$ cat config.mk
export PLATFORM = sky130hd
export DESIGN_NAME = twtl_loader
export DESIGN_NICKNAME = d
export VERILOG_FILES = /design/src/common/twtl_pkg.sv /design/src/common/twtl_edge_if.sv /design/src/core/twtl_loader.sv /design/src/core/twtl_pin_sync.sv
export SDC_FILE = /design/constraint.sdc
export NUM_CORES = 1
export LEC_CHECK = 0
export BUFFER_PORTS_ARGS = -buffer_cell sky130_fd_sc_hd__buf_2
export CAP_MARGIN = 10
export CORE_ASPECT_RATIO = 0.5
export CORE_MARGIN = 1
export CORE_UTILIZATION = 35
export CTS_CLUSTER_DIAMETER = 120
export CTS_CLUSTER_SIZE = 10
export DETAILED_ROUTE_END_ITERATION = 10
export PLACE_DENSITY = 0.56
export SETUP_SLACK_MARGIN = 0.05
export SLEW_MARGIN = 20
export SYNTH_ARGS = -nofsm -noshare
export SYNTH_HDL_FRONTEND = slang
export SYNTH_SLANG_ARGS = --single-unit
$ cat constraint.sdc
create_clock -name core_clk_i -period 4 [get_ports core_clk_i]
set_clock_uncertainty 0.1 [all_clocks]
set_input_delay 0.4 -clock core_clk_i [delete_from_list [all_inputs] [get_ports core_clk_i]]
set_output_delay 0.4 -clock core_clk_i [all_outputs]
set_load 0.02 [all_outputs]
$ cat src/common/twtl_pkg.sv
// Package: constants and types for the three-wire tuning word loader
package twtl_pkg;
   localparam int unsigned WORD_BITS      = 19;
   localparam int unsigned SF_BITS        = 15;
   localparam int unsigned PORT_BITS      = 4;
   localparam logic [4:0]  FRAME_PULSES   = 5'h13;
   localparam logic [18:0] WORD_RST       = 19'h0_0000;
   localparam logic [10:0] REF_RATIO_LOW  = 11'h400;
   localparam logic [10:0] REF_RATIO_MID  = 11'h200;
   localparam logic [10:0] REF_RATIO_HIGH = 11'h280;
   localparam logic [14:0] SF_PLL_OFF     = 15'h0000;
   // Reference select levels as sensed by the analog front end
   typedef enum logic [1:0] {
      TWTL_REF_LOW,
      TWTL_REF_MID,
      TWTL_REF_HIGH
   } twtl_ref_e;
endpackage

$ cat src/common/twtl_edge_if.sv
// Interface: synchronised pin levels and their edge pulses
`timescale 1ns/1ps
interface twtl_edge_if;
   logic data_lvl;
   logic strobe_lvl;
   logic clk_fall;
   logic strobe_fall;
   logic strobe_rise;
   modport producer (output data_lvl, output strobe_lvl, output clk_fall, output strobe_fall, output strobe_rise);
   modport consumer (input data_lvl, input strobe_lvl, input clk_fall, input strobe_fall, input strobe_rise);
endinterface

$ cat src/core/twtl_loader.sv
// Top: three-wire tuning word loader with forced three-wire settings
//
// Function
// RL1: Controller drives data, shift clock and strobe on the select/strobe pin.
// RL2: Shift one bit per falling shift clock edge while strobe is high.
// RL3: Clock edges with strobe low shift nothing and count nothing.
// RL4: On strobe fall, latch word only after exactly nineteen pulses.
// RL5: Word holds fifteen divider bits plus port bits, nothing else.
// RL6: Three-wire mode turns the first port into the lock output.
// RL7: Lock output sinks when loop is locked, released otherwise.
// RL8: Charge pump high current is forced on.
// RL9: Divider test off and charge pump enabled are forced.
// RL10: Prescaler on and varicap drive enabled are forced.
// RL11: Reference ratio from select level: low 1024, mid 512, high 640.
// RL12: Divider value zero disables the whole loop.
// RL13: Divider bits are binary weighted, MSB 16384, LSB one.
// RL14: Port bit one turns its output on, zero releases it.
// RL15: Word is MSB first: fifteen divider bits then four port bits.
`timescale 1ns/1ps
module twtl_loader
   import twtl_pkg::*;
#(
   parameter int unsigned SF_W   = SF_BITS,
   parameter int unsigned PORT_W = PORT_BITS
) (
   input  wire logic              core_clk_i,
   input  wire logic              nrst_i,
   input  wire logic              data_i,
   input  wire logic              shift_clk_i,
   input  wire logic              select_strobe_pin_i,
   input  wire twtl_ref_e         ref_ratio_select_pin_i,
   input  wire logic              loop_locked_i,
   output logic [SF_W-1:0]        scale_factor_o,
   output logic [PORT_W-2:0]      port_switch_bits_o,
   output logic [PORT_W-2:0]      port_switch_oe_o,
   output logic                   port_one_or_lock_output_o,
   output logic                   port_one_or_lock_oe_o,
   output logic [10:0]            ref_ratio_o,
   output logic                   pll_enable_o,
   output logic                   pump_current_high_bit_o,
   output logic                   divider_test_bit_o,
   output logic                   pump_disable_bit_o,
   output logic                   prescaler_on_bit_o,
   output logic                   varicap_disable_bit_o,
   output logic                   word_loaded_o,
   output logic                   frame_rejected_o
);
   localparam int unsigned W = SF_W + PORT_W;

   // ----------------------------------------
   // Pin capture
   // ----------------------------------------
   twtl_edge_if edges ();

   twtl_pin_sync u_sync (
      .core_clk_i  (core_clk_i),
      .nrst_i      (nrst_i),
      .data_i      (data_i),
      .shift_clk_i (shift_clk_i),
      .strobe_i    (select_strobe_pin_i),
      .edges       (edges)
   );

   // ----------------------------------------
   // Shift register and pulse count
   // ----------------------------------------
   logic [W-1:0] shift_reg;
   logic [W-1:0] shift_next;
   logic [4:0]   count_reg;
   logic [4:0]   count_next;
   logic         overflow_reg;
   logic         overflow_next;

   // Shift only inside the strobe window; edges outside it are dropped
   wire take_bit = edges.clk_fall & edges.strobe_lvl;                    // RL2 RL3
   // A strobe fall ends the window, so the same cycle cannot also shift
   wire count_ok = (count_reg == FRAME_PULSES) & ~overflow_reg;          // RL4
   wire accept   = edges.strobe_fall & count_ok;                         // RL4

   // MSB arrives first, so new bits enter at the bottom
   assign shift_next    = take_bit ? {shift_reg[W-2:0], edges.data_lvl} : shift_reg; // RL15
   // Saturating flag keeps a 51-pulse frame from aliasing back to nineteen
   assign overflow_next = edges.strobe_rise ? 1'b0
                        : (take_bit & (count_reg == 5'h1f)) ? 1'b1 : overflow_reg;
   assign count_next    = edges.strobe_rise ? 5'h00
                        : take_bit ? count_reg + 5'h01 : count_reg;        // RL3

   always_ff @(posedge core_clk_i) begin
      if (!nrst_i) begin
         shift_reg    <= WORD_RST;
         count_reg    <= 5'h00;
         overflow_reg <= 1'b0;
      end else begin
         shift_reg    <= shift_next;
         count_reg    <= count_next;
         overflow_reg <= overflow_next;
      end
   end

   // ----------------------------------------
   // Working latches
   // ----------------------------------------
   logic [SF_W-1:0]   sf_reg;
   logic [PORT_W-1:0] port_reg;
   logic              loaded_reg;
   logic              reject_reg;

   always_ff @(posedge core_clk_i) begin
      if (!nrst_i) begin
         sf_reg   <= WORD_RST[SF_W-1:0];
         port_reg <= WORD_RST[PORT_W-1:0];
      end else if (accept) begin
         sf_reg   <= shift_reg[W-1:PORT_W];                             // RL4 RL5 RL15
         port_reg <= shift_reg[PORT_W-1:0];                             // RL5
      end
   end

   always_ff @(posedge core_clk_i) begin
      if (!nrst_i) begin
         loaded_reg <= 1'b0;
         reject_reg <= 1'b0;
      end else begin
         loaded_reg <= accept;
         reject_reg <= edges.strobe_fall & ~count_ok;                  // RL4
      end
   end

   // ----------------------------------------
   // Outputs
   // ----------------------------------------
   // Straight binary: weight of bit k is two to the k
   assign scale_factor_o = sf_reg;                                       // RL13
   assign pll_enable_o   = (sf_reg != SF_PLL_OFF[SF_W-1:0]);             // RL12

   // Port word order: port seven, six, five, four; first port is lock here
   genvar g;
   generate
      for (g = 0; g < PORT_W - 1; g++) begin : g_port
         assign port_switch_bits_o[g] = 1'b0;
         assign port_switch_oe_o[g]   = port_reg[g];                     // RL14
      end
   endgenerate

   // Sinks only while locked; open collector never drives high
   assign port_one_or_lock_output_o = 1'b0;                              // RL6
   assign port_one_or_lock_oe_o     = loop_locked_i;                     // RL7

   wire [10:0] ratio_sel = (ref_ratio_select_pin_i == TWTL_REF_LOW)  ? REF_RATIO_LOW
                         : (ref_ratio_select_pin_i == TWTL_REF_HIGH) ? REF_RATIO_HIGH
                         : REF_RATIO_MID;
   assign ref_ratio_o = ratio_sel;                                       // RL11

   assign pump_current_high_bit_o = 1'b1;                                // RL8
   assign divider_test_bit_o      = 1'b0;                                // RL9
   assign pump_disable_bit_o      = 1'b0;                                // RL9
   assign prescaler_on_bit_o      = 1'b1;                                // RL10
   assign varicap_disable_bit_o   = 1'b0;                                // RL10

   assign word_loaded_o    = loaded_reg;
   assign frame_rejected_o = reject_reg;
endmodule

$ cat src/core/twtl_pin_sync.sv
// Two-stage synchronisers for the three serial pins, edge detection for shift clock and strobe only
`timescale 1ns/1ps
module twtl_pin_sync (
   input  wire logic          core_clk_i,
   input  wire logic          nrst_i,
   input  wire logic          data_i,
   input  wire logic          shift_clk_i,
   input  wire logic          strobe_i,
   twtl_edge_if.producer      edges
);
   // ----------------------------------------
   // Synchronisers
   // ----------------------------------------
   logic [2:0] meta_reg;
   logic [2:0] sync_reg;
   logic [2:0] prev_reg;

   always_ff @(posedge core_clk_i) begin
      if (!nrst_i) begin
         meta_reg <= 3'h0;
         sync_reg <= 3'h0;
         prev_reg <= 3'h0;
      end else begin
         meta_reg <= {strobe_i, shift_clk_i, data_i};
         sync_reg <= meta_reg;
         prev_reg <= sync_reg;
      end
   end

   assign edges.data_lvl    = sync_reg[0];
   assign edges.strobe_lvl  = sync_reg[2];
   assign edges.clk_fall    = prev_reg[1] & ~sync_reg[1];
   assign edges.strobe_fall = prev_reg[2] & ~sync_reg[2];
   assign edges.strobe_rise = ~prev_reg[2] & sync_reg[2];
endmodule

==> metrics.md <==
| Metric | Value |
|---|---|
| Status | `complete, no violations` |
| RSZ-0062 raised after global routing | `no` |
| GP Congestion | `around 0.76` |
| Post-Route WL | `approximately 4300 µm` |
| Pwr dens | `around 400 nW/µm²` |
| Crit Path Category | `reg -> reg` |
| DIE HEIGHT | `58.5 µm` |
| Worst vdd ir | `0.171 mV` |
| Vias | `1671` |
| Nets | `280` |
| Setup Buffers After CTS | `0` |
| Initial Utilization | `a little over a third` |
| Ports | `50` |
| Fill cells | `~620` |
| Clock sink total | `53` |
| Avg Cell Area, Syn | `8.80 µm²` |
| Area share of the largest cell type after synthesis | `between 40% and 50%` |
| DRT iter0 DRCs | `83` |
| Vias per std cell | `between 4 and 5` |
| Setup-failing EPs final | `0` |
| Reg2reg setup slack | `1990 ps` |
| Vias in the first global route | `1511` |
| Final Critical Period | `approximately 2000 ps` |
| Synth area leader | `dfxtp_1` |
| Die area | `6730 µm²` |
| Area grow syn2layout | `10.9%` |
| Core area | `roughly 6100 µm²` |
| Final period utilization | `between 50% and 60%` |
| Worst Reg-to-Reg Cells | `4` |
| Die width | `approximately 120 µm` |
| Reg area | `approximately 1100 µm²` |
| CTS buffer count | `5` |
| Clk pin slew, worst setup/hold paths | `around 70 ps` |
| Worst-path fanout max | `18` |
| Largest register FFs | `19` |
| Critical path required time | `approximately 4100 ps` |
| Min Hold Slack | `between 200 and 250 ps` |
| Largest net degree at the start of global routing | `48` |
| Synth Register Bits | `53` |
| Reg-to-reg endpoint | `scale_factor_o[8]` |
| Port Buffers | `30` |
| Hold Vio Cnt, Final | `0` |
| Leading post-synthesis cells by cell area | `dfxtp_1 (47%), a21boi_0 (7.7%), nand2_1 (7.4%)` |
| Rel. slew slack | `39.3%` |
| Hold/Removal Path Class | `in -> reg` |
| Worst-Margin Slew | `907 ps` |
| Post_cts resized | `0` |
| # hold bufs at CTS | `0` |
| Post-synth design cell area | `2230 µm²` |
| # DRC | `0` |
| Register area share after synthesis | `between 40% and 50%` |
| First-pass GRT wire length | `roughly 7000 µm` |
| Critical Path Start Type | `flop` |
| CTS root buf | `clkbuf_16` |
| Reg-to-reg startpoint | `count_reg[0]` |
| Total grt overflow | `0` |
| Aggregate global-route resource usage | `between 10% and 20%` |
| Static Leak | `between 0.9 and 1 nW` |
| Longest Clk Path Bufs | `2` |
| Max Slew Vio Count | `0` |
| DRT Pass-1 Iters | `4` |
| Worst-Skew Late Latency | `roughly 280 ps` |
| Rows | `20` |
| Critical Path Sink | `scale_factor_o[8]` |
| Ant diodes | `0` |
| Multi-input combinational cell area | `between 900 and 1000 µm²` |
| CTS tree | `built` |
| Setup crit end kind | `flop` |
| Worst endpoint data arrival time | `a little over 2000 ps` |
| Antenna Nets Post-Route | `0` |
| CP startpoint | `count_reg[0]` |
| Synth cell types | `32` |
| Placed wire-length estimate | `about 2800 µm` |
| Cells after Synth | `254` |
| Fmax | `499 MHz` |
| Max-Cap Viols | `0` |
| Initial antenna violation count | `0` |
| DR WL/cell | `12.1 µm` |
| H-tree levels | `2` |
| Layout cells sized above 1 | `15.6%` |
| YS warnings | `0` |
| Setup_tns | `0 ps` |
-- routing by layer --
layer	track usage [%]	part of all wire (%)	up-vias
met2	22.3	42	45
li1	-	-	860
met3	2.99	4.8	6
met1	17.9	52	760
met4	5.01	1.4	0
met5	0	0	-
-- Yosys cell counts --
cell / instances
nand2_1: 44
o21ai_0: 11
a21oi_1: 6
and3_2: 1
a21boi_1: 14
ha_1: 2
nand4bb_1: 1
nor4_1: 3
and3b_1: 1
buf_2: 10
nand3b_1: 1
buf_4: 18
or2_2: 1
and2_1: 8
buf_6: 2
inv_1: 3
conb_1: 2
nor2_1: 3
nor3_1: 1
o21ai_2: 1
o21ai_1: 9
or3b_1: 1
clkbuf_1: 7
nand4_1: 19
dfxtp_1: 53
a21boi_0: 23
or3_1: 2
nand3_1: 1
clkbuf_4: 1
nor2b_1: 3
nor3b_1: 1
xnor2_1: 1
-- metrics by stage --
step	instances	utilization, %	power [mW]	worst slack, ps	instance area (µm²)
final	358	40.6	0.994	1990	2480
after global routing	358	40.6	1.03	1790	2480
after CTS	358	40.6	1.01	1960	2480
after detailed placement	351	38.3	0.584	1980	2340
after global placement	351	38.2	0.583	2010	2330
after floorplan	269	-	0.590	2580	2290
-- logic make-up (layout without fill, tap and decap cells) --
kind of cell               Yosys count  after routing  synth area share, %
and+or+nand+nor                     91             91                 20.7
other                                2             17                0.336
DFF                                 53             53                 47.5
adders and majority gates            2              2                 1.12
buffers and inverters               41             42                 11.3
AOI/OAI and AO/OA                   64             64                 18.6
xor gates and xnor gates             1              1                0.392
-- cell usage in the layout, fill, tap and decap left out --
cell	netlist	final
conb_1	2	17
nor3_1	1	1
ha_1	2	2
nor2_1	3	3
nand4bb_1	1	1
buf_2	10	30
nor4_1	3	3
inv_1	3	3
nand2_1	44	44
nand3_1	1	1
clkbuf_1	7	1
nand4_1	19	19
a21oi_1	6	6
or3_1	2	2
nor3b_4	0	1
dfxtp_1	53	53
o21ai_0	11	11
a21boi_1	14	14
o21ai_1	9	9
a21boi_0	23	23
or3b_1	1	1
clkbuf_16	0	5
and3_2	1	1
clkbuf_8	0	1
nand3b_1	1	1
or2_2	1	1
o21ai_2	1	1
and2_1	8	8
xnor2_1	1	1
buf_4	18	2
and3b_1	1	1
nor2b_1	3	3
-- worst max-delay path: stages (launching register included) --
cell       delay, ps
dfxtp_1          380
ha_1             220
nand4bb_1        640
o21ai_0          420
a21boi_0         120
-- layout make-up --
| class | instances | share of cell area [%] |
|---|---|---|
| clock buffers | 7 | 5.75 |
| inverters | 3 | 0.454 |
| multi-input cells | 175 | 39.9 |
| flip-flops and latches | 53 | 42.8 |
| well taps | 88 | 4.44 |
| repair buffers | 32 | 6.66 |
-- power by group --
group          internal [mW]  switching [mW]  total [mW]
sequential             0.531         0.00144       0.533
clock                  0.246           0.177       0.423
combinational         0.0112          0.0277      0.0388
-- how the worst min path moves through the flow --
stage	cells after the start	end	startpoint
5_1_grt	2	u_sync.meta_reg[0]	data_i
3_3_place_gp	1	u_sync.sync_reg[1]	u_sync.meta_reg[1]
4_1_cts	2	u_sync.meta_reg[0]	data_i
6_report	2	u_sync.meta_reg[0]	data_i
2_1_floorplan	1	u_sync.sync_reg[0]	u_sync.meta_reg[0]
3_5_place_dp	1	u_sync.sync_reg[2]	u_sync.meta_reg[2]
(Power assumes the default switching activity.)
